$ cat config.mk
export PLATFORM = sky130hd
export DESIGN_NAME = erssa_alu
export DESIGN_NICKNAME = d
export VERILOG_FILES = /design/src/rtl/erssa_pkg.sv /design/src/rtl/erssa_alu.sv
export SDC_FILE = /design/constraint.sdc
export NUM_CORES = 2
export LEC_CHECK = 0
export BUFFER_PORTS_ARGS = -buffer_cell sky130_fd_sc_hd__buf_2
export CAP_MARGIN = 20
export CELL_PAD_IN_SITES_DETAIL_PLACEMENT = 0
export CELL_PAD_IN_SITES_GLOBAL_PLACEMENT = 1
export CORE_MARGIN = 3
export CORE_UTILIZATION = 50
export DETAILED_ROUTE_END_ITERATION = 16
export PLACE_DENSITY = 0.91
export SKIP_CTS_REPAIR_TIMING = 1
export SLEW_MARGIN = 20
export SYNTH_ARGS = -nofsm -noshare
export SYNTH_HDL_FRONTEND = slang
export SYNTH_SLANG_ARGS = --single-unit
$ cat constraint.sdc
create_clock -name hclk -period 4.56 [get_ports hclk]
set_clock_uncertainty 0.1 [all_clocks]
set_input_delay 0.684 -clock hclk [delete_from_list [all_inputs] [get_ports hclk]]
set_output_delay 0.684 -clock hclk [all_outputs]
set_load 0.01 [all_outputs]
$ cat src/rtl/erssa_pkg.sv
package erssa_pkg;
    // register byte offsets
    localparam logic [7:0] OFS_CMD = 8'h00;
    localparam logic [7:0] OFS_WORK = 8'h04;
    localparam logic [7:0] OFS_FLAGS = 8'h08;
    localparam logic [7:0] OFS_STAT = 8'h0C;
    localparam logic [7:0] OFS_MADDR = 8'h10;
    localparam logic [7:0] OFS_MDATA = 8'h14;
    // command word layout
    localparam int CMD_OP_LSB = 0;
    localparam int CMD_OP_W = 5;
    localparam int CMD_BIT_LSB = 8;
    localparam int CMD_BIT_W = 3;
    localparam int CMD_ADDR_LSB = 16;
    // data memory: four sections of sixteen bytes
    localparam int MEM_AW = 6;
    localparam int MEM_DEPTH = 64;
    // flag register layout
    localparam int FLAGS_W = 6;
    localparam int FLG_C = 0;
    localparam int FLG_AC = 1;
    localparam int FLG_Z = 2;
    localparam int FLG_OV = 3;
    localparam int FLG_SC = 4;
    localparam int FLG_CZ = 5;
    // status register layout
    localparam int STAT_BUSY = 0;
    localparam int STAT_SKIP = 1;
    // reset values and byte constants
    localparam logic [7:0] WORK_RST = 8'h00;
    localparam logic [5:0] FLAGS_RST = 6'h00;
    localparam logic [7:0] BYTE_ONES = 8'hFF;
    localparam logic [7:0] BYTE_ZERO = 8'h00;
    // ahb-lite encodings
    localparam logic [1:0] HTRANS_NONSEQ = 2'h2;
    localparam logic [2:0] HSIZE_WORD = 3'h2;
    localparam logic HRESP_OKAY = 1'b0;

    typedef enum logic [1:0] {
        ST_IDLE = 2'b00,
        ST_READ = 2'b01,
        ST_EXEC = 2'b10,
        ST_DUMMY = 2'b11
    } erssa_state_t;

    typedef enum logic [4:0] {
        OP_ROTATE_LEFT_MEM = 5'h00,
        OP_ROTATE_LEFT_TO_WORK = 5'h01,
        OP_ROTATE_LEFT_THRU_CARRY_MEM = 5'h02,
        OP_ROTATE_LEFT_THRU_CARRY_TO_WORK = 5'h03,
        OP_ROTATE_RIGHT_MEM = 5'h04,
        OP_ROTATE_RIGHT_TO_WORK = 5'h05,
        OP_ROTATE_RIGHT_THRU_CARRY_MEM = 5'h06,
        OP_ROTATE_RIGHT_THRU_CARRY_TO_WORK = 5'h07,
        OP_SUBTRACT_BORROW_TO_WORK = 5'h08,
        OP_SUBTRACT_BORROW_TO_MEM = 5'h09,
        OP_SUBTRACT_TO_WORK = 5'h0A,
        OP_SUBTRACT_TO_MEM = 5'h0B,
        OP_DECREMENT_SKIP_ZERO_MEM = 5'h0C,
        OP_DECREMENT_SKIP_ZERO_TO_WORK = 5'h0D,
        OP_INCREMENT_SKIP_ZERO_MEM = 5'h0E,
        OP_INCREMENT_SKIP_ZERO_TO_WORK = 5'h0F,
        OP_SET_ALL_ONES = 5'h10,
        OP_SET_BIT = 5'h11,
        OP_SKIP_IF_BIT_SET = 5'h12,
        OP_SKIP_IF_NONZERO = 5'h13,
        OP_NIBBLE_EXCHANGE_MEM = 5'h14,
        OP_NIBBLE_EXCHANGE_TO_WORK = 5'h15,
        OP_SKIP_IF_ZERO_BYTE = 5'h16
    } erssa_op_t;
endpackage

$ cat src/rtl/erssa_alu.sv
// Behaviour
// (RULE_01) rotate left moves bits up, bit 7 into bit 0, flags kept.
// (RULE_02) to-work variants write the work register and leave memory alone.
// (RULE_03) rotate left through carry: carry into bit 0, bit 7 into carry.
// (RULE_04) rotate right moves bits down, bit 0 into bit 7, flags kept.
// (RULE_05) rotate right through carry: carry into bit 7, bit 0 into carry.
// (RULE_06) subtract with borrow: work minus operand minus inverted carry.
// (RULE_07) memory form of subtract with borrow writes the memory byte.
// (RULE_08) plain subtract: work minus operand, to work or memory.
// (RULE_09) after subtract carry clear if negative, set if zero or positive.
// (RULE_10) subtract updates signed range, zero, half carry, carry, SC, CZ.
// (RULE_11) a met skip adds one dummy cycle, making three cycles in all.
// (RULE_12) decrement skip writes byte minus one, skips if it is zero.
// (RULE_13) decrement to work loads byte minus one, skips if work is zero.
// (RULE_14) increment skip writes byte plus one, skips if it wrapped to zero.
// (RULE_15) increment to work loads byte plus one, skips if work is zero.
// (RULE_16) set all ones writes FFh into the byte, flags kept.
// (RULE_17) set bit forces only the chosen bit to one, flags kept.
// (RULE_18) bit skip skips when the chosen bit is one.
// (RULE_19) nonzero skip rewrites the byte unchanged, skips when nonzero.
// (RULE_20) nibble exchange swaps the halves into memory or work, flags kept.
// (RULE_21) any section reachable; read, modify, write inside the op cycles.
//
// The implementer's own choices: the AHB-Lite interface to the registers and the register addresses.
`timescale 1ns/1ps
module erssa_alu (
    input wire logic hclk,
    input wire logic hresetn,
    input wire logic hsel,
    input wire logic [31:0] haddr,
    input wire logic [1:0] htrans,
    input wire logic hwrite,
    input wire logic [2:0] hsize,
    input wire logic [31:0] hwdata,
    input wire logic hready,
    output logic [31:0] hrdata,
    output logic hreadyout,
    output logic hresp,
    output logic op_busy,
    output logic skip_cycle,
    output logic op_done
);
    typedef struct packed {
        erssa_pkg::erssa_state_t state;
        erssa_pkg::erssa_op_t op;
        logic [erssa_pkg::CMD_BIT_W-1:0] bit_sel;
        logic [erssa_pkg::MEM_AW-1:0] addr;
        logic [7:0] operand;
        logic [7:0] work;
        logic [erssa_pkg::FLAGS_W-1:0] flags;
        logic skip_last;
        logic done;
        logic [erssa_pkg::MEM_AW-1:0] maddr;
        logic ap_valid;
        logic ap_write;
        logic [7:0] ap_addr;
        logic [31:0] hrdata;
        logic [erssa_pkg::MEM_DEPTH-1:0][7:0] mem;
    } erssa_regs_t;

    erssa_regs_t r_reg;
    erssa_regs_t r_next;
    logic [31:0] rd;
    logic [7:0] res;
    logic [8:0] diff;
    logic [8:0] nib;
    logic borrow_in;
    logic skip;
    logic wr_mem;
    logic wr_work;
    logic carry_now;

    // a - b - bin over nine bits; bit 8 is the borrow out
    function automatic logic [8:0] sub9(input logic [8:0] a, input logic [8:0] b,
                                        input logic bin);
        sub9 = a - b - {8'h00, bin};
    endfunction

    assign carry_now = r_reg.flags[erssa_pkg::FLG_C];
    assign hrdata = r_reg.hrdata;
    // zero wait states: every access completes in its first data cycle
    assign hreadyout = 1'b1;
    assign hresp = erssa_pkg::HRESP_OKAY;
    assign op_busy = (r_reg.state != erssa_pkg::ST_IDLE);
    assign skip_cycle = (r_reg.state == erssa_pkg::ST_DUMMY);
    assign op_done = r_reg.done;

    always_comb begin
        r_next = r_reg;
        r_next.done = 1'b0;
        rd = 32'h00000000;
        res = r_reg.operand;
        skip = 1'b0;
        wr_mem = 1'b0;
        wr_work = 1'b0;
        borrow_in = 1'b0;
        diff = 9'h000;
        nib = 9'h000;

        // read data is captured in the address phase, so data is a flop
        if (haddr[7:0] == erssa_pkg::OFS_CMD) begin
            rd[erssa_pkg::CMD_OP_LSB +: erssa_pkg::CMD_OP_W] = r_reg.op;
            rd[erssa_pkg::CMD_BIT_LSB +: erssa_pkg::CMD_BIT_W] = r_reg.bit_sel;
            rd[erssa_pkg::CMD_ADDR_LSB +: erssa_pkg::MEM_AW] = r_reg.addr;
        end else if (haddr[7:0] == erssa_pkg::OFS_WORK) begin
            rd[7:0] = r_reg.work;
        end else if (haddr[7:0] == erssa_pkg::OFS_FLAGS) begin
            rd[erssa_pkg::FLAGS_W-1:0] = r_reg.flags;
        end else if (haddr[7:0] == erssa_pkg::OFS_STAT) begin
            rd[erssa_pkg::STAT_BUSY] = op_busy;
            rd[erssa_pkg::STAT_SKIP] = r_reg.skip_last;
        end else if (haddr[7:0] == erssa_pkg::OFS_MADDR) begin
            rd[erssa_pkg::MEM_AW-1:0] = r_reg.maddr;
        end else if (haddr[7:0] == erssa_pkg::OFS_MDATA) begin
            rd[7:0] = r_reg.mem[r_reg.maddr];
        end

        r_next.ap_valid = hsel && hready && (htrans == erssa_pkg::HTRANS_NONSEQ)
                          && (hsize == erssa_pkg::HSIZE_WORD);
        r_next.ap_write = hwrite;
        r_next.ap_addr = haddr[7:0];
        if (r_next.ap_valid && !hwrite) begin
            r_next.hrdata = rd;
        end

        // bus writes first; the sequencer below overrides in the same cycle
        if (r_reg.ap_valid && r_reg.ap_write) begin
            if (r_reg.ap_addr == erssa_pkg::OFS_CMD) begin
                // a command while busy is dropped
                if (r_reg.state == erssa_pkg::ST_IDLE) begin
                    r_next.op = erssa_pkg::erssa_op_t'(
                        hwdata[erssa_pkg::CMD_OP_LSB +: erssa_pkg::CMD_OP_W]);
                    r_next.bit_sel = hwdata[erssa_pkg::CMD_BIT_LSB +: erssa_pkg::CMD_BIT_W];
                    r_next.addr = hwdata[erssa_pkg::CMD_ADDR_LSB +: erssa_pkg::MEM_AW];
                    r_next.state = erssa_pkg::ST_READ;
                end
            end else if (r_reg.ap_addr == erssa_pkg::OFS_WORK) begin
                r_next.work = hwdata[7:0];
            end else if (r_reg.ap_addr == erssa_pkg::OFS_FLAGS) begin
                r_next.flags = hwdata[erssa_pkg::FLAGS_W-1:0];
            end else if (r_reg.ap_addr == erssa_pkg::OFS_MADDR) begin
                r_next.maddr = hwdata[erssa_pkg::MEM_AW-1:0];
            end else if (r_reg.ap_addr == erssa_pkg::OFS_MDATA) begin
                r_next.mem[r_reg.maddr] = hwdata[7:0];
            end
        end

        case (r_reg.state)
            erssa_pkg::ST_IDLE: begin
            end
            erssa_pkg::ST_READ: begin
                r_next.operand = r_reg.mem[r_reg.addr]; // RULE_21
                r_next.state = erssa_pkg::ST_EXEC;
            end
            erssa_pkg::ST_EXEC: begin
                case (r_reg.op)
                    erssa_pkg::OP_ROTATE_LEFT_MEM,
                    erssa_pkg::OP_ROTATE_LEFT_TO_WORK: begin
                        res = {r_reg.operand[6:0], r_reg.operand[7]}; // RULE_01
                    end
                    erssa_pkg::OP_ROTATE_LEFT_THRU_CARRY_MEM,
                    erssa_pkg::OP_ROTATE_LEFT_THRU_CARRY_TO_WORK: begin
                        res = {r_reg.operand[6:0], carry_now}; // RULE_03
                        r_next.flags[erssa_pkg::FLG_C] = r_reg.operand[7]; // RULE_03
                    end
                    erssa_pkg::OP_ROTATE_RIGHT_MEM,
                    erssa_pkg::OP_ROTATE_RIGHT_TO_WORK: begin
                        res = {r_reg.operand[0], r_reg.operand[7:1]}; // RULE_04
                    end
                    erssa_pkg::OP_ROTATE_RIGHT_THRU_CARRY_MEM,
                    erssa_pkg::OP_ROTATE_RIGHT_THRU_CARRY_TO_WORK: begin
                        res = {carry_now, r_reg.operand[7:1]}; // RULE_05
                        r_next.flags[erssa_pkg::FLG_C] = r_reg.operand[0]; // RULE_05
                    end
                    erssa_pkg::OP_SUBTRACT_BORROW_TO_WORK,
                    erssa_pkg::OP_SUBTRACT_BORROW_TO_MEM,
                    erssa_pkg::OP_SUBTRACT_TO_WORK,
                    erssa_pkg::OP_SUBTRACT_TO_MEM: begin
                        // borrow forms take the inverted carry, plain ones take none
                        borrow_in = !r_reg.op[1] && !carry_now; // RULE_06 RULE_08
                        diff = sub9({1'b0, r_reg.work}, {1'b0, r_reg.operand}, borrow_in);
                        nib = sub9({5'h00, r_reg.work[3:0]}, {5'h00, r_reg.operand[3:0]},
                                   borrow_in);
                        res = diff[7:0];
                        r_next.flags[erssa_pkg::FLG_C] = !diff[8]; // RULE_09
                        r_next.flags[erssa_pkg::FLG_AC] = !nib[4]; // RULE_10
                        r_next.flags[erssa_pkg::FLG_Z] = (diff[7:0] == erssa_pkg::BYTE_ZERO);
                        r_next.flags[erssa_pkg::FLG_OV] = (r_reg.work[7] ^ r_reg.operand[7])
                                                          && (diff[7] ^ r_reg.work[7]);
                        r_next.flags[erssa_pkg::FLG_SC] = r_next.flags[erssa_pkg::FLG_OV]
                                                          ^ diff[7]; // RULE_10
                        // chained zero keeps a multi-byte zero across borrow steps
                        r_next.flags[erssa_pkg::FLG_CZ] = r_next.flags[erssa_pkg::FLG_Z]
                            && (r_reg.op[1] || r_reg.flags[erssa_pkg::FLG_CZ]); // RULE_10
                    end
                    erssa_pkg::OP_DECREMENT_SKIP_ZERO_MEM,
                    erssa_pkg::OP_DECREMENT_SKIP_ZERO_TO_WORK: begin
                        res = r_reg.operand - 8'h01; // RULE_12 RULE_13
                        skip = (res == erssa_pkg::BYTE_ZERO);
                    end
                    erssa_pkg::OP_INCREMENT_SKIP_ZERO_MEM,
                    erssa_pkg::OP_INCREMENT_SKIP_ZERO_TO_WORK: begin
                        res = r_reg.operand + 8'h01; // RULE_14 RULE_15
                        skip = (res == erssa_pkg::BYTE_ZERO);
                    end
                    erssa_pkg::OP_SET_ALL_ONES: begin
                        res = erssa_pkg::BYTE_ONES; // RULE_16
                    end
                    erssa_pkg::OP_SET_BIT: begin
                        res[r_reg.bit_sel] = 1'b1; // RULE_17
                    end
                    erssa_pkg::OP_SKIP_IF_BIT_SET: begin
                        skip = r_reg.operand[r_reg.bit_sel]; // RULE_18
                    end
                    erssa_pkg::OP_SKIP_IF_NONZERO: begin
                        skip = (r_reg.operand != erssa_pkg::BYTE_ZERO); // RULE_19
                    end
                    erssa_pkg::OP_SKIP_IF_ZERO_BYTE: begin
                        skip = (r_reg.operand == erssa_pkg::BYTE_ZERO);
                    end
                    erssa_pkg::OP_NIBBLE_EXCHANGE_MEM,
                    erssa_pkg::OP_NIBBLE_EXCHANGE_TO_WORK: begin
                        res = {r_reg.operand[3:0], r_reg.operand[7:4]}; // RULE_20
                    end
                    default: begin
                    end
                endcase

                case (r_reg.op)
                    erssa_pkg::OP_ROTATE_LEFT_TO_WORK,
                    erssa_pkg::OP_ROTATE_LEFT_THRU_CARRY_TO_WORK,
                    erssa_pkg::OP_ROTATE_RIGHT_TO_WORK,
                    erssa_pkg::OP_ROTATE_RIGHT_THRU_CARRY_TO_WORK,
                    erssa_pkg::OP_SUBTRACT_BORROW_TO_WORK,
                    erssa_pkg::OP_SUBTRACT_TO_WORK,
                    erssa_pkg::OP_DECREMENT_SKIP_ZERO_TO_WORK,
                    erssa_pkg::OP_INCREMENT_SKIP_ZERO_TO_WORK,
                    erssa_pkg::OP_NIBBLE_EXCHANGE_TO_WORK: begin
                        wr_work = 1'b1; // RULE_02
                    end
                    erssa_pkg::OP_SKIP_IF_BIT_SET: begin
                    end
                    default: begin
                        // nonzero and zero skips rewrite the byte unchanged
                        wr_mem = (r_reg.op <= erssa_pkg::OP_SKIP_IF_ZERO_BYTE); // RULE_07 RULE_19
                    end
                endcase

                if (wr_work) begin
                    r_next.work = res; // RULE_02 RULE_13 RULE_15
                end
                if (wr_mem) begin
                    r_next.mem[r_reg.addr] = res; // RULE_07 RULE_12 RULE_14 RULE_21
                end
                r_next.skip_last = skip;
                r_next.done = !skip;
                r_next.state = skip ? erssa_pkg::ST_DUMMY : erssa_pkg::ST_IDLE; // RULE_11
            end
            erssa_pkg::ST_DUMMY: begin
                // the discarded fetch: nothing is written in this cycle
                r_next.done = 1'b1; // RULE_11
                r_next.state = erssa_pkg::ST_IDLE;
            end
            default: begin
                r_next.state = erssa_pkg::ST_IDLE;
            end
        endcase
    end

    always_ff @(posedge hclk or negedge hresetn) begin
        if (!hresetn) begin
            // all reset values, including work and flags, are zero
            r_reg <= '0;
        end else begin
            r_reg <= r_next;
        end
    end

    logic is_exec;
    assign is_exec = (r_reg.state == erssa_pkg::ST_EXEC);
endmodule // erssa_alu

==> metrics <==
classification of the worst-slack hold path input pin to async pin; Max Used Layer met5; category of the worst setup path launch point flip-flop; antenna violations before repair 11; Post-synth EDFFs 0; average detailed-routed wire length per instance 32.3 um; top-area cell type share of the netlist area 0.379; actual slew at the worst max-slew pin 1240 ps; CP required 4910 ps; global-route wire length before repair 231000 um; most instantiated library cell after synthesis dfrtp_1; number of buffers on the longest clock path 3; met3 layer wire length in the routed design 25200 um; cell area after technology mapping 38600 sq um; clock latency of the later-clocked register in the worst-skew pair 640 ps; GRT Total Usage 0.385; maximum number of pins on one net before global-route repair 108; number of nets in the layout 4004; clock transition at the registers of the reported paths 70 ps; Crit Path Max Fanout 29; count of H-tree levels built during CTS 3; count of final hold-check violations 0; Maximum Capacitance Violations 0; routability congestion estimate from global placement 1.08; final worst path period need 4240 ps; core region area 76200 sq um; Vias per Instance 7.14; Max Clock Freq 0.236 GHz; post-synthesis cell count 4008; total clock buffers created by CTS 66; proportion of layout cells with a drive suffix above 1 0.236; library cells used by synthesis 89; worst rel slew slack 0.170; total grt overflow 0; result of the run finished, final reports clean; post-synthesis sequential area ratio 0.379; Critical Path End Type flip-flop; starting density of the core 0.506; Die H 284 um; Tot Pwr 0.0114 W; num rows 101; TritonCTS clock tree built; RSZ-0062 raised after global routing no; number of buffer cells added on primary ports 54; post-route DRC violation count 0; clock root buffer clkbuf_16; number of sinks driven by the clock tree 585; detailed-route wire length 161000 um; met2 wire length 64200 um; via count of the first global-routing pass 33400; number of DRC markers after the initial detailed-route iteration 6288; maximum vdd drop 240 uV; CP Data Arrival Time 4590 ps; share of the core filled with cells in the final layout 0.552; die footprint 80500 sq um; Yosys warnings 0; Main synth FF type dfrtp_1; P per Cell Area 271 nW/um^2; P_leak 17.2 nW; post-route met1 wirelength 57800 um; post-detailed-route count of antenna-violating nets 0; share of synthesized registers carrying an async set or reset 1.00; average size of a mapped cell 9.63 sq um; final-layout setup total negative slack 0 ps; first-pass iteration count of the detailed router 9; share of the clock period used by the worst path after layout 0.930; detailed placer's ending HPWL 104000 um; final count of negative-setup-slack endpoints 0; Area Overhead vs Synth 8.92%; start-to-end type of the worst setup path flip-flop to flip-flop; Die Width 284 um; final slew viol count 0; Yosys top cell by area dfrtp_1; number of top-level pins 111; flip-flop count of the largest register after layout 566; Hold WS 17.7 ps; routed vias 35600; cell types with the largest area share after synthesis dfrtp_1, mux2_2, mux2i_1, o21ai_0, nand2_1; most used standard cells in the synthesized netlist dfrtp_1, nand2_1, mux2_2, o21ai_0, mux2i_1; #FFs+latches synth 585
==> path summary, 6_finish.rpt <==
kind                       slack [ps]        from  depth (start not counted)         end
hold reg to reg                   400   hrdata[5]                          2   hrdata[5]
setup / recovery                  320  r_reg[555]                          7    r_reg[4]
setup reg to reg                  320  r_reg[555]                          7    r_reg[4]
max in group asynchronous        3160     hresetn                          2  r_reg[318]
hold / removal                     20     hresetn                          1  r_reg[376]
min in group hclk                  80    haddr[7]                          1  r_reg[551]
==> area by class of cell <==
cell class | count | area, sq um
Sequential cell | 585 | 14700
Fill cell | 6740 | 34200
Multi-Input combinational cell | 2993 | 22100
Clock inverter | 16 | 224
Timing Repair Buffer | 223 | 1730
Tap cell | 1030 | 1290
Antenna cell | 9 | 22.5
Inverter | 36 | 135
Clock buffer | 93 | 1840
==> cells by family (layout without fill, tap and decap cells) <==
| kind of cell | after synthesis | after routing | synth area share |
|---|---|---|---|
| AO/OA/AOI/OAI | 1050 | 1050 | 0.173 |
| XOR/XNOR | 22 | 22 | 0.00499 |
| adder cells (fa/ha/maj) | 25 | 25 | 0.00850 |
| buffers and inverters | 445 | 368 | 0.0531 |
| flip-flops | 585 | 585 | 0.379 |
| multiplexers | 903 | 903 | 0.268 |
| other | 2 | 26 | 0.000195 |
| AND/OR/NAND/NOR | 976 | 976 | 0.113 |
==> metal layers <==
metal,GRT usage,vias to the layer above
met3,0.171,926
met2,0.529,3097
li1,-,14400
met5,0.00893,-
met4,0.259,8
met1,0.484,17100
==> cells in the final DEF (no fill, tap or decap), types with 23 or more instances in the layout <==
cell type	count
buf_2	53
mux2i_1	371
a221o_1	27
a22o_1	29
dfrtp_1	579
buf_4	154
mux4_2	57
a22oi_1	72
nor2b_1	23
nor2_2	27
o21ai_0	438
and3_1	33
mux2_2	473
o22ai_1	56
inv_1	33
a221oi_1	134
clkbuf_16	67
nor2_1	191
nand3_1	23
ha_1	23
a21oi_1	158
nand2_1	556
==> critical path, cell delays in order (launching register included) <==
cell     delay (ps)
dfrtp_4         690
inv_1           530
nand2_1         150
nor2_1          590
nand3_2         580
nor2_2         1020
mux2i_1         260
mux2i_1          90
==> stage by stage <==
stage	instances	area, sq um	worst slack (ps)
detailed placement	4864	39900	635
finish	4985	42000	317
CTS	4973	42000	640
global placement	4864	39900	650
floorplan	4023	38600	818
global route	4977	42000	409
==> report_power, final <==
part	internal, W	total (W)	switching (W)	leakage (nW)
registers	0.00520	0.00523	0.0000272	5.35
clock network	0.00305	0.00537	0.00231	1.01
logic	0.000198	0.000803	0.000605	10.8
total	0.00845	0.0114	0.00295	17.2
(Power assumes the default switching activity.)
